**src/hdl/rcs_pkg.sv**
```systemverilog
// Purpose: shared constants and types of the reset cause sequencer
// Assumes: 50 MHz system clock
// Notes: register offsets are byte addresses on the plain register port
package rcs_pkg;
  // clock rate and timing figures
  localparam int CLK_MHZ = 50;
  localparam int BIAS_US = 10;
  localparam int BIAS_CYC = BIAS_US * CLK_MHZ;
  localparam int MON_US = 100;
  localparam int MON_CYC = MON_US * CLK_MHZ;
  localparam int PU4_MS = 4;
  localparam int PU16_MS = 16;
  localparam int PU64_MS = 64;
  localparam int PU4_CYC = PU4_MS * 1000 * CLK_MHZ;
  localparam int PU16_CYC = PU16_MS * 1000 * CLK_MHZ;
  localparam int PU64_CYC = PU64_MS * 1000 * CLK_MHZ;
  localparam int TW = 22;
  localparam int FILT_CYC = 8;
  localparam int BCW = 10;
  //////////////////////////////////////////////////////////////////////////////
  // register port
  localparam int AW = 4;
  localparam int DW = 16;
  localparam logic [AW-1:0] REG_CAUSE = 4'h0;
  localparam logic [AW-1:0] REG_BORCTL = 4'h4;
  localparam logic [AW-1:0] REG_STATUS = 4'h8;
  // cause flag positions
  localparam int F_POR = 0;
  localparam int F_BOR = 1;
  localparam int F_IDLE = 2;
  localparam int F_SLEEP = 3;
  localparam int F_WDTO = 4;
  localparam int F_SWR = 6;
  localparam int F_EXTR = 7;
  localparam int F_IOPU = 14;
  localparam int F_TRAP = 15;
  localparam logic [DW-1:0] CAUSE_RST = 16'h0003;
  localparam logic [DW-1:0] CAUSE_MASK = 16'hc0df;
  localparam logic [2:0] BORCTL_RST = 3'h1;
  localparam int ST_LOCK = 5;
  //////////////////////////////////////////////////////////////////////////////
  // clock groups and primary modes
  localparam logic [2:0] GRP_FRC = 3'h1;
  localparam logic [2:0] GRP_PRI = 3'h7;
  localparam logic [4:0] PM_PLL4 = 5'h01;
  localparam logic [4:0] PM_PLL8 = 5'h0a;
  localparam logic [4:0] PM_PLL16 = 5'h03;
  localparam logic [4:0] PM_EXTCLK = 5'h0b;
  localparam logic [4:0] PM_EXTRC = 5'h08;
  localparam logic [1:0] PU_NONE = 2'h0;
  localparam logic [1:0] PU_4 = 2'h1;
  localparam logic [1:0] PU_16 = 2'h2;
  // sequencer states
  typedef enum logic [2:0] {
    ST_HOLD = 3'b000,
    ST_BIAS = 3'b001,
    ST_POWER_UP_TIMER = 3'b010,
    ST_CLKW = 3'b011,
    ST_Q1 = 3'b100,
    ST_RUN = 3'b101
  } rcs_state_t;
endpackage

```
**src/hdl/rcs_tmr_if.sv**
```systemverilog
// Purpose: load and expiry signals between sequencer and delay timer
// Assumes: one clock domain
// Notes: expired is high whenever the count stands at zero
`timescale 1ns/1ps
interface rcs_tmr_if;
  import rcs_pkg::*;
  logic load;
  logic [TW-1:0] val;
  logic expired;
  modport ctl (output load, output val, input expired);
  modport tmr (input load, input val, output expired);
endinterface

```
**src/hdl/rcs_timer.sv**
```systemverilog
// Purpose: down counter for bias, power-up and monitor delays
// Assumes: load is a one-cycle pulse with a nonzero value
// Notes: expired rises exactly val cycles after the load edge
`timescale 1ns/1ps
module rcs_timer (
  input wire logic mclk,
  input wire logic rst_n,
  rcs_tmr_if.tmr t
);
  import rcs_pkg::*;
  logic [TW-1:0] cnt_ff;
  //////////////////////////////////////////////////////////////////////////////
  // count down to zero and stop there
  always_ff @(posedge mclk) begin
    if (!rst_n) begin
      cnt_ff <= '0;
    end else if (t.load) begin
      cnt_ff <= t.val;
    end else if (cnt_ff != '0) begin
      cnt_ff <= cnt_ff - 1'b1;
    end
  end
  // zero count means delay done
  assign t.expired = (cnt_ff == '0);
endmodule // rcs_timer

```
**src/hdl/rcs_pin_filter.sv**
```systemverilog
// Purpose: synchroniser and glitch filter for the external reset pin
// Assumes: pin is active low and asynchronous to mclk
// Notes: a new level must persist FILT_CYC cycles before it is taken
`timescale 1ns/1ps
module rcs_pin_filter #(
  parameter int FILT_CYC = rcs_pkg::FILT_CYC
) (
  input wire logic mclk,
  input wire logic rst_n,
  input wire logic pinRaw_n,
  output logic resetReq
);
  localparam int CW = $clog2(FILT_CYC + 1);
  logic sync1_ff;
  logic sync2_ff;
  logic req_ff;
  logic [CW-1:0] cnt_ff;
  //////////////////////////////////////////////////////////////////////////////
  // two-stage synchroniser, idle high
  always_ff @(posedge mclk) begin
    if (!rst_n) begin
      sync1_ff <= 1'b1;
      sync2_ff <= 1'b1;
    end else begin
      sync1_ff <= pinRaw_n;
      sync2_ff <= sync1_ff;
    end
  end
  // short pulses reset the counter and never reach the output
  always_ff @(posedge mclk) begin
    if (!rst_n) begin
      cnt_ff <= '0;
      req_ff <= 1'b0;
    end else if (!sync2_ff == req_ff) begin
      cnt_ff <= '0;
    end else if (cnt_ff == CW'(FILT_CYC - 1)) begin
      cnt_ff <= '0;
      req_ff <= !sync2_ff;
    end else begin
      cnt_ff <= cnt_ff + 1'b1;
    end
  end
  assign resetReq = req_ff;
endmodule // rcs_pin_filter

```
**src/hdl/rcs_reset_seq.sv**
```systemverilog
// Purpose: reset source merging, release sequencing and cause flags
// Assumes: core strobes swResetReq, trapLockup, illegalOp for one mclk cycle
// Notes: cause flags survive every reset except rst_n and a power-on event, which both load CAUSE_RST
// What this block does
// - keep each reset cause apart
// - watchdog wake-up resumes without reset
// - cause flags record which source fired
// - filter short pulses on reset pin
// - never drive the reset pin
// - power-on restarts timer, reloads clock fuses
// - bias settle delay after power-on
// - selectable power-up timeout after bias delay
// - release on first phase, load vector
// - monitor traps and selects fast oscillator
// - no monitor, no timer: leave fast
// - no monitor, no clock: stay frozen
// - brown-out trip level selectable, resets device
// - brown-out reloads clock selection from fuses
// - brown-out starts oscillator timer, holds clock
// - hold clock until PLL locks
// - delays run beside clock hold
// - zero timeout with crystal uses monitor delay
// - brown-out sets its status flag
// - brown-out active in sleep and idle
// - software reads, writes, clears cause flags
//
// The register addresses and the address-and-strobe port were decided locally.
`timescale 1ns/1ps
module rcs_reset_seq #(
  parameter int PU4_CYC = rcs_pkg::PU4_CYC,
  parameter int PU16_CYC = rcs_pkg::PU16_CYC,
  parameter int PU64_CYC = rcs_pkg::PU64_CYC,
  parameter int MON_CYC = rcs_pkg::MON_CYC
) (
  input wire logic mclk,
  input wire logic rst_n,
  input wire logic porPulse,
  input wire logic extResetPin_n,
  input wire logic borBelow,
  input wire logic wdtTimeout,
  input wire logic swResetReq,
  input wire logic trapLockup,
  input wire logic illegalOp,
  input wire logic sleepMode,
  input wire logic idleMode,
  input wire logic fscmEn,
  input wire logic [1:0] puTimeoutSel,
  input wire logic [2:0] oscGroupCfg,
  input wire logic [4:0] primaryModeCfg,
  input wire logic oscRunning,
  input wire logic ostExpired,
  input wire logic pllLock,
  input wire logic [rcs_pkg::AW-1:0] regAddr,
  input wire logic [rcs_pkg::DW-1:0] regWdata,
  input wire logic regWr,
  input wire logic regRd,
  output logic [rcs_pkg::DW-1:0] regRdata,
  output logic systemReset,
  output logic pcLoadVector,
  output logic clkFailTrap,
  output logic wdtWakeup,
  output logic [2:0] clkGroupSel,
  output logic [4:0] primaryModeSel,
  output logic clkHold,
  output logic ostStart,
  output logic borEnable,
  output logic [1:0] borLevelSel,
  output logic resetPinOe
);
  import rcs_pkg::*;

  logic [2:0] asyncIn;
  logic [2:0] sync1_ff;
  logic [2:0] sync2_ff;
  logic [2:0] prev_ff;
  logic pinReq, pinPrev_ff, borPrev_ff;
  logic porS, borS, wdtS, borLvl;
  logic porEv, borEv, wdtEv, pinEv, wdtRst, wdtWake, resetReq;
  logic [DW-1:0] cause_ff, nxt_cause, rdata_ff;
  logic borEnable_ff;
  logic [1:0] borLevel_ff;
  rcs_state_t state_ff, nxt_state;
  logic tmrLoad, trapNow, releaseNow;
  logic [TW-1:0] tmrVal, puCyc;
  logic systemReset_ff, pcLoadVector_ff, clkFailTrap_ff, wdtWakeup_ff;
  logic [2:0] clkGroupSel_ff;
  logic [4:0] primaryModeSel_ff;
  logic clkHold_ff, ostStart_ff, resetPinOe_ff, coldSeq_ff;
  logic [1:0] phase_ff;
  logic q1En, extOsc, crystal, pllUsed, clkReady;
  logic [BCW-1:0] biasCnt_ff;
  rcs_tmr_if tmr ();

  //////////////////////////////////////////////////////////////////////////////
  // two-flop synchronisers for por, brown-out and watchdog levels
  assign asyncIn = {wdtTimeout, borBelow, porPulse};
  for (genvar i = 0; i < 3; i++) begin : g_sync
    always_ff @(posedge mclk) begin
      if (!rst_n) begin
        sync1_ff[i] <= 1'b0;
        sync2_ff[i] <= 1'b0;
      end else begin
        sync1_ff[i] <= asyncIn[i];
        sync2_ff[i] <= sync1_ff[i];
      end
    end
  end

  // filtered, synchronised pin request
  rcs_pin_filter #(.FILT_CYC(FILT_CYC)) u_pin (
    .mclk(mclk),
    .rst_n(rst_n),
    .pinRaw_n(extResetPin_n),
    .resetReq(pinReq)
  );

  // delayed copies for edge detection
  always_ff @(posedge mclk) begin
    if (!rst_n) begin
      prev_ff <= 3'h0;
      pinPrev_ff <= 1'b0;
      borPrev_ff <= 1'b0;
    end else begin
      prev_ff <= sync2_ff;
      pinPrev_ff <= pinReq;
      borPrev_ff <= borLvl;
    end
  end

  // reset sources and their events
  assign porS = sync2_ff[0];
  assign borS = sync2_ff[1];
  assign wdtS = sync2_ff[2];
  assign borLvl = borEnable_ff & borS;
  assign porEv = porS & !prev_ff[0];
  assign borEv = borLvl & !borPrev_ff;
  assign wdtEv = wdtS & !prev_ff[2];
  assign pinEv = pinReq & !pinPrev_ff;
  assign wdtWake = wdtEv & sleepMode;
  assign wdtRst = wdtEv & !sleepMode;
  assign resetReq = porS | borLvl | pinReq | wdtRst | swResetReq | trapLockup | illegalOp;

  //////////////////////////////////////////////////////////////////////////////
  // cause flags: software write first, hardware events win over it
  always_comb begin
    nxt_cause = cause_ff;
    if (regWr && regAddr == REG_CAUSE) begin
      nxt_cause = regWdata & CAUSE_MASK;
    end
    if (trapLockup) begin
      nxt_cause[F_TRAP] = 1'b1;
    end
    if (illegalOp) begin
      nxt_cause[F_IOPU] = 1'b1;
    end
    if (wdtWake) begin
      nxt_cause[F_WDTO] = 1'b1;
      nxt_cause[F_SLEEP] = 1'b1;
    end
    if (wdtRst || swResetReq) begin
      nxt_cause[F_EXTR] = 1'b0;
      nxt_cause[F_SWR] = swResetReq;
      nxt_cause[F_WDTO] = wdtRst;
      nxt_cause[F_IDLE] = 1'b0;
      nxt_cause[F_SLEEP] = 1'b0;
    end
    if (pinEv) begin
      nxt_cause[F_EXTR] = 1'b1;
      nxt_cause[F_WDTO] = 1'b0;
      nxt_cause[F_IDLE] = idleMode;
      nxt_cause[F_SLEEP] = sleepMode;
      if (!sleepMode && !idleMode) begin
        nxt_cause[F_SWR] = 1'b0;
      end
    end
    if (borEv) begin
      nxt_cause[F_POR] = 1'b0;
      nxt_cause[F_BOR] = 1'b1;
    end
    if (porEv) begin
      nxt_cause = CAUSE_RST;
    end
  end

  // flag register and brown-out control
  always_ff @(posedge mclk) begin
    if (!rst_n) begin
      cause_ff <= CAUSE_RST;
      {borLevel_ff, borEnable_ff} <= BORCTL_RST;
    end else begin
      cause_ff <= nxt_cause;
      if (regWr && regAddr == REG_BORCTL) begin
        {borLevel_ff, borEnable_ff} <= regWdata[2:0];
      end
    end
  end

  // read data one cycle after the strobe, zero elsewhere
  always_ff @(posedge mclk) begin
    if (!rst_n) begin
      rdata_ff <= '0;
    end else if (regRd) begin
      case (regAddr)
        REG_CAUSE: rdata_ff <= cause_ff;
        REG_BORCTL: rdata_ff <= {13'h0000, borLevel_ff, borEnable_ff};
        REG_STATUS: rdata_ff <= {8'h00, systemReset_ff, state_ff, 1'b0, pllLock,
                                 clkHold_ff, clkGroupSel_ff == GRP_FRC};
        default: rdata_ff <= '0;
      endcase
    end else begin
      rdata_ff <= '0;
    end
  end

  //////////////////////////////////////////////////////////////////////////////
  // clock readiness from the latched selection
  assign extOsc = (clkGroupSel_ff == GRP_PRI);
  assign crystal = extOsc && primaryModeSel_ff != PM_EXTCLK && primaryModeSel_ff != PM_EXTRC;
  assign pllUsed = extOsc && (primaryModeSel_ff == PM_PLL4 || primaryModeSel_ff == PM_PLL8 ||
                              primaryModeSel_ff == PM_PLL16);
  assign clkReady = !extOsc || (oscRunning && (!crystal || ostExpired) &&
                                (!pllUsed || pllLock));

  // four-phase divider, first phase enable
  always_ff @(posedge mclk) begin
    if (!rst_n) begin
      phase_ff <= 2'h0;
    end else begin
      phase_ff <= phase_ff + 2'h1;
    end
  end
  assign q1En = (phase_ff == 2'h0);

  // power-up timeout choice
  always_comb begin
    case (puTimeoutSel)
      PU_NONE: puCyc = '0;
      PU_4: puCyc = TW'(PU4_CYC);
      PU_16: puCyc = TW'(PU16_CYC);
      default: puCyc = TW'(PU64_CYC);
    endcase
  end

  //////////////////////////////////////////////////////////////////////////////
  // release sequence
  always_comb begin
    nxt_state = state_ff;
    tmrLoad = 1'b0;
    tmrVal = '0;
    trapNow = 1'b0;
    releaseNow = 1'b0;
    if (resetReq) begin
      nxt_state = ST_HOLD;
    end else begin
      case (state_ff)
        ST_HOLD: begin
          if (coldSeq_ff) begin
            nxt_state = ST_BIAS;
            tmrLoad = 1'b1;
            tmrVal = TW'(BIAS_CYC);
          end else begin
            nxt_state = ST_Q1;
          end
        end
        ST_BIAS: begin
          if (tmr.expired) begin
            if (puCyc != '0) begin
              nxt_state = ST_POWER_UP_TIMER;
              tmrLoad = 1'b1;
              tmrVal = puCyc;
            end else if (crystal) begin
              nxt_state = ST_POWER_UP_TIMER;
              tmrLoad = 1'b1;
              tmrVal = TW'(MON_CYC);
            end else begin
              nxt_state = ST_CLKW;
            end
          end
        end
        ST_POWER_UP_TIMER: begin
          if (tmr.expired) begin
            nxt_state = ST_CLKW;
          end
        end
        ST_CLKW: begin
          if (clkReady) begin
            nxt_state = ST_Q1;
          end else if (fscmEn) begin
            trapNow = 1'b1;
            nxt_state = ST_Q1;
          end
        end
        ST_Q1: begin
          if (q1En) begin
            nxt_state = ST_RUN;
            releaseNow = 1'b1;
          end
        end
        ST_RUN: nxt_state = ST_RUN;
        default: nxt_state = ST_HOLD;
      endcase
    end
  end
  assign tmr.load = tmrLoad;
  assign tmr.val = tmrVal;

  // shared delay timer
  rcs_timer u_tmr (
    .mclk(mclk),
    .rst_n(rst_n),
    .t(tmr)
  );

  // state register and cold-start marker
  always_ff @(posedge mclk) begin
    if (!rst_n) begin
      state_ff <= ST_HOLD;
      coldSeq_ff <= 1'b1;
    end else begin
      state_ff <= nxt_state;
      if (porEv || borEv) begin
        coldSeq_ff <= 1'b1;
      end else if (releaseNow) begin
        coldSeq_ff <= 1'b0;
      end
    end
  end

  // system reset and the vector load, trap, wake and oscillator-start strobes
  always_ff @(posedge mclk) begin
    if (!rst_n) begin
      systemReset_ff <= 1'b1;
      pcLoadVector_ff <= 1'b0;
      clkFailTrap_ff <= 1'b0;
      wdtWakeup_ff <= 1'b0;
      ostStart_ff <= 1'b0;
    end else begin
      if (resetReq) begin
        systemReset_ff <= 1'b1;
      end else if (releaseNow) begin
        systemReset_ff <= 1'b0;
      end
      pcLoadVector_ff <= releaseNow;
      clkFailTrap_ff <= trapNow;
      wdtWakeup_ff <= wdtWake;
      ostStart_ff <= (state_ff == ST_HOLD) && !resetReq && coldSeq_ff && crystal;
    end
  end

  // clock selection, reloaded from fuses on cold start, fast osc on trap
  always_ff @(posedge mclk) begin
    if (!rst_n) begin
      clkGroupSel_ff <= GRP_FRC;
      primaryModeSel_ff <= 5'h00;
      clkHold_ff <= 1'b0;
      resetPinOe_ff <= 1'b0;
    end else begin
      if (trapNow) begin
        clkGroupSel_ff <= GRP_FRC;
      end else if (state_ff == ST_HOLD && coldSeq_ff) begin
        clkGroupSel_ff <= oscGroupCfg;
        primaryModeSel_ff <= primaryModeCfg;
      end
      clkHold_ff <= extOsc && !clkReady;
      resetPinOe_ff <= 1'b0;
    end
  end

  // output ports
  assign regRdata = rdata_ff;
  assign systemReset = systemReset_ff;
  assign pcLoadVector = pcLoadVector_ff;
  assign clkFailTrap = clkFailTrap_ff;
  assign wdtWakeup = wdtWakeup_ff;
  assign clkGroupSel = clkGroupSel_ff;
  assign primaryModeSel = primaryModeSel_ff;
  assign clkHold = clkHold_ff;
  assign ostStart = ostStart_ff;
  assign borEnable = borEnable_ff;
  assign borLevelSel = borLevel_ff;
  assign resetPinOe = resetPinOe_ff;

  //////////////////////////////////////////////////////////////////////////////
  // checks
  always_ff @(posedge mclk) begin
    if (!rst_n || state_ff != ST_BIAS) begin
      biasCnt_ff <= '0;
    end else begin
      biasCnt_ff <= biasCnt_ff + 1'b1;
    end
  end
endmodule // rcs_reset_seq

```
**config.mk**
```make
export PLATFORM = sky130hd
export DESIGN_NAME = rcs_reset_seq
export DESIGN_NICKNAME = d
export VERILOG_FILES = /design/src/hdl/rcs_pkg.sv /design/src/hdl/rcs_tmr_if.sv /design/src/hdl/rcs_timer.sv /design/src/hdl/rcs_pin_filter.sv /design/src/hdl/rcs_reset_seq.sv
export SDC_FILE = /design/constraint.sdc
export NUM_CORES = 1
export LEC_CHECK = 0
export BUFFER_PORTS_ARGS = -buffer_cell sky130_fd_sc_hd__buf_4
export CAP_MARGIN = 20
export CORE_MARGIN = 2
export CORE_UTILIZATION = 55
export CTS_BUF_LIST = sky130_fd_sc_hd__clkbuf_16
export CTS_CLUSTER_SIZE = 12
export DETAILED_ROUTE_END_ITERATION = 8
export PLACE_DENSITY_LB_ADDON = 0.12
export SLEW_MARGIN = 25
export SYNTH_ARGS = -nofsm -noshare
export SYNTH_HDL_FRONTEND = slang
export SYNTH_HIERARCHICAL = 1
export SYNTH_SLANG_ARGS = --single-unit
```
**constraint.sdc**
```tcl
create_clock -name mclk -period 3.45 [get_ports mclk]
set_input_delay 0.345 -clock mclk [delete_from_list [all_inputs] [get_ports mclk]]
set_output_delay 0.345 -clock mclk [all_outputs]
set_load 0.05 [all_outputs]
```
==> Yosys cells after proc, flatten, opt, wreduce, memory -nomap -nowiden <==
Index checks and enable logic that the tools add are counted.
{ "word_totals": {"register_bits": 88, "output_inout_bits": 34, "wordCells": 176} }
{ "op_classes": {"add_sub_neg": 3, "n_eq_ne": 22, "mux": 42, "n_bitwise": 16, "n_reduce_logical": 57} }
{ "ops": {"columns": ["op", "count"], "rows": [
  ["22-bit 2-to-1 mux", 5],
  ["22-bit case mux with 3 select lines", 1],
  ["16-bit case mux with 3 select lines", 1],
  ["22-bit case mux with 2 select lines", 1],
  ["22-bit nonzero test", 2],
  ["22-bit zero test", 1],
  ["22-bit by 1-bit subtractor with 22-bit output, second input constant", 1],
  ["3-bit 2-to-1 mux", 7],
  ["1-bit 2-to-1 mux", 18],
  ["3-bit case mux with 6 select lines", 1],
  ["16-bit 2-to-1 mux", 1],
  ["1-bit logical AND", 13],
  ["13-bit 2-to-1 mux", 1],
  ["1-bit zero test", 12],
  ["5-bit by 4-bit inequality test with 1-bit output, second input constant", 2],
  ["3-bit == test, second input constant", 3],
  ["9-bit 2-to-1 mux", 1],
  ["3-bit OR reduction", 3],
  ["4-bit by 3-bit == test with 1-bit output, second input constant", 2],
  ["2-bit 2-to-1 mux", 4],
  ["2-bit nonzero test", 4],
  ["2-bit OR reduction", 4],
  ["1-bit bitwise AND", 7],
  ["1-bit logical OR", 7],
  ["other kinds (23)", 38]
]} }

==> Longest topological paths before layout <==
{ "depth": {"depth_word": 13, "depth_mapped": 14, "mapped_depth_nobuf": 10} }

==> Hierarchy <==
The synthesis kept the hierarchy.
{ "modules_own_cells": {"columns": ["mod", "n_inst", "cells_each", "area_per_inst_um2", "seq_area_each_um2"], "rows": [
  ["rcs_reset_seq", 1, 274, 2453.6, 1041.0],
  ["rcs_timer", 1, 147, 1285.0, 440.4],
  ["rcs_pin_filter", 1, 24, 247.7, 140.1]
]} }

==> Worst setup path after synthesis <==
No wires, ideal clock.
{ "synth_path": {"path_kind": "register to register", "from": "register u_tmr.cnt_ff[0]", "to": "register u_tmr.cnt_ff[17]", "setup_time_ns": 0.070, "arrival_ns": 3.034, "required_time_ns": 3.380, "slack_ns": 0.346, "path_stages_with_launch": 14, "path_buffers": 4, "synth_period_minus_slack_ns": 3.104, "path_cell_list": "dfxtp_1 > inv_1 > ha_1 > or4b_1 > buf_2 > nor4_1 > and2_1 > and3_1 > buf_6 > a21o_2 > clkbuf_1 > dlygate4sd3_1 > nand3_1 > o21ai_1"} }
{ "synth_via": {"elab_chain_len": 5} }
{ "synth_rtl": {"columns": ["item", "line_no", "rtl"], "rows": [
  ["from (decl)", "rcs_timer.sv:11", "logic [TW-1:0] cnt_ff;"],
  ["from (signal assigned)", "rcs_timer.sv:18", "cnt_ff <= t.val;"],
  ["from (signal assigned)", "rcs_timer.sv:20", "cnt_ff <= cnt_ff - 1'b1;"],
  ["22-bit zero test *", "rcs_timer.sv:24", "assign t.expired = (cnt_ff == '0);"],
  ["via tmr.expired", "rcs_tmr_if.sv:9", "logic expired;"],
  ["1-bit 2-to-1 mux *", "rcs_reset_seq.sv:266", "if (tmr.expired) begin"],
  ["1-bit case mux with 2 select lines *", "rcs_reset_seq.sv:255", "case (state_ff)"],
  ["1-bit 2-to-1 mux *", "rcs_reset_seq.sv:252", "if (resetReq) begin"],
  ["via tmr.load", "rcs_tmr_if.sv:7", "logic load;"],
  ["22-bit 2-to-1 mux or 2-bit nonzero test (tied branches)", null, null]
]} }
The timed path passes the listed nets; every way through them passes the cells marked *. The select of a mux whose other input is x is not followed.
A chain may end at the register's enable or synchronous reset.

==> Worst setup path in the final report <==
{ "layout_path": {"from": "register u_tmr.cnt_ff[0]", "to": "register u_tmr.cnt_ff[13]"} }
The elaborated chain is that of the path after synthesis.

==> run summary <==
CTS Buf Count - 9
Cell Area, Synth - 3990 um^2
CP Capture Type - flop
MaxCap Viol Count - 0
Async S/R FF share, synth - 0%
Synthesized area per cell - 8.96 um^2
Die Height - 89.1 um
Worst setup path class - reg -> reg
VDD IR max - 0.317 mV
Mux cell area share after synthesis - 3.14%
RSZ-0062 raised after global routing - no
Wirelength per Cell - 14.5 um
Type of origin of the critical path - flop
Hold crit path type - in -> reg
Skew final - 0.00688 ns
Final instance area - 4770 um^2
Yosys top cell area share - 40.7%
DPL Wire Length - 6630 um
CP delay by family, top - simple AND/OR/NAND/NOR gates
CTS tree - yes
Compound-Gate Fraction of Synth Area - 14.9%
Cell Int Power - 0.00213 W
Routability cong. - 0.882
Switch share - 32.9%
Register share of total power - 36.7%
Simple-gate share of the synthesized area - 26.7%
Initial Utilization - 55.9%
Core box area - 7140 um^2
Post-synthesis sequential area ratio - 40.7%
Antenna Cells - 0
# IOs - 81
Hold_ws - 0.206 ns
Initial antenna violation count - 0
Num rows - 31
Clock latency on the worst-skew pair - 0.33 ns
Largest family of logic cells by synthesized area - simple AND/OR/NAND/NOR gates
Rel. slew slack - 35.9%
Combinational share of power - 31.7%
Slew Viols, Final - 0
Port bufs - 66
Postcts setup bufs - 0
Max H-tree Level - 3
DRT Wirelength - 8850 um
Fin crit share - 85.0%
Synth Area in Adders - 2.82%
Post-synth EDFFs - 0
Layout area overhead - 19.6%
Vias - 3366
Initial DRC Count - 167
Synth top area cells - dfxtp_1 (41%), nand3_1 (3.8%), and2_1 (3.5%), nor2_1 (3.2%), nand2_1 (3.0%)
Slowest stage cell, crit path - or4b_1
Final net count - 562
Clock Power Share - 31.7%
CP peak stage delay - 0.61 ns
Final setup vio count - 0
Layout cells sized above 1 - 21.9%
Seq cells post-synth - 81
GRT Overall Usage - 23.2%
Ys Warns - 6
Synth Area in XOR/XNOR - 4.61%
Psw - 0.00104 W
First-pass GRT wire length - 14200 um
Grt total ovfl - 0
Pre-antenna DRT Iters - 4
Total negative slack - 0 ns
Mapped Cells - 445
Clock buffer depth - 2
Cell leakage power - 2.04 nW
Die width - 89.1 um
DRC - 0
Critical path, cell by cell - inv_1 > ha_1 > or4b_1 > nor4_1 > and2_1 > and3_1 > a21o_2 > a21oi_1 > nand2_1 > o21ai_0
Pwr Density - 665 nW/um^2
WP buf/inv - 1
FMAX - 0.341 GHz
Clock Root Buffer - clkbuf_16
Worst path required time - 3.66 ns
Cell Area, Placed - 4450 um^2
Post-CTS sizing - 0
Ys flop type - dfxtp_1
Antenna-violating nets left - 0
Critical Path AT - 3.14 ns
Outcome - finished, final reports clean
Hold Buf Count CTS - 0
Final Core Density - 66.8%
CP max FO - 10
Final min period - 2.93 ns
Fin. Hold Viols - 0
DIE AREA - 7950 um^2
Leading area contributor after synthesis - dfxtp_1
Vias in the first global route - 3025
Synth cell types - 74
CTS Sinks - 81
Largest net degree at the start of global routing - 52
Reg clk slew, reported paths - 0.06 ns
Worst-margin pin slew - 0.937 ns
Vias/cell - 5.52
==> state kept, by name (all words and copies together) (netlist names), 2 cells and up <==
name,cells
u_pin/cnt_ff,4
cause_ff,9
u_tmr/cnt_ff,22
phase_ff,2
sync1_ff,3
primaryModeSel,5
regRdata,10
clkGroupSel,3
state_ff,3
prev_ff,2
borLevelSel,2
==> final timing paths <==
kind                                     start                            end  slack, ns  cells past startpoint
setup / recovery  u_tmr/cnt_ff[0]$_SDFFE_PN0P_  u_tmr/cnt_ff[13]$_SDFFE_PN0P_       0.52                     10
setup reg to reg  u_tmr/cnt_ff[0]$_SDFFE_PN0P_  u_tmr/cnt_ff[13]$_SDFFE_PN0P_       0.52                     10
hold reg to reg      u_pin/sync1_ff$_SDFF_PN1_      u_pin/sync2_ff$_SDFF_PN1_       0.42                      1
hold / removal                   extResetPin_n      u_pin/sync1_ff$_SDFF_PN1_       0.21                      2
==> Yosys cell counts (all sizes together), types with 10 or more instances <==
| library cell | number |
|---|---|
| buf | 16 |
| a21oi | 21 |
| clkbuf | 10 |
| o21ai | 26 |
| nand2 | 32 |
| nand3 | 30 |
| mux2i | 11 |
| inv | 17 |
| xor2 | 13 |
| nor2 | 35 |
| and2 | 24 |
| dfxtp | 81 |
==> stage by stage <==
step / worst slack, ns / total power (W) / cells
floorplan: 0.346 / 0.00203 / 453
global placement: 0.579 / 0.00215 / 594
detailed placement: 0.515 / 0.00218 / 594
CTS: 0.507 / 0.00319 / 610
global route: 0.218 / 0.00336 / 610
finish: 0.518 / 0.00317 / 610
==> cells by family after synthesis <==
logic type               after synthesis
AND/OR/NAND/NOR                      186
AO/OA/AOI/OAI                         90
flip-flops                            81
buffers and inverters                 45
XOR/XNOR                              21
multiplexers                          12
adder cells (fa/ha/maj)                9
other                                  1
==> power groups by stage <==
stage	combinational (W)	sequential, W	clock [W]
2_1_floorplan	0.000867	0.00117	0
3_3_place_gp	0.000974	0.00117	0
3_5_place_dp	0.000999	0.00118	0
4_1_cts	0.00100	0.00116	0.00102
5_1_grt	0.00111	0.00118	0.00106
6_report	0.00100	0.00116	0.00100
==> layout make-up <==
| class | count | area, um^2 |
|---|---|---|
| fill | 602 | 2370 |
| multi-input combinational | 327 | 2110 |
| sequential | 81 | 1620 |
| timing repair buffer | 70 | 526 |
| clock buffer | 9 | 225 |
| tap | 99 | 124 |
| clock inverter | 7 | 93.8 |
| inverter | 17 | 63.8 |
==> metal layers <==
metal	track usage (%)	vias up	part of all wire [%]
met5	0	-	0
met3	3.32	18	5.4
met1	32.2	1578	46
met4	10.2	0	2.4
li1	-	1675	-
met2	36.1	95	46
==> cell usage in the layout, fill, tap and decap left out, types with 8 or more instances in the layout <==
| cell type | instances |
|---|---|
| and2_1 | 22 |
| a21oi_1 | 21 |
| o21ai_0 | 23 |
| xor2_1 | 13 |
| clkbuf_16 | 9 |
| ha_1 | 9 |
| nand3_1 | 30 |
| a21boi_0 | 9 |
| inv_1 | 17 |
| mux2i_1 | 11 |
| buf_4 | 70 |
| nand2_1 | 32 |
| nor2_1 | 34 |
| conb_1 | 9 |
| dfxtp_1 | 81 |
| xnor2_1 | 8 |
(Power assumes the default switching activity.)
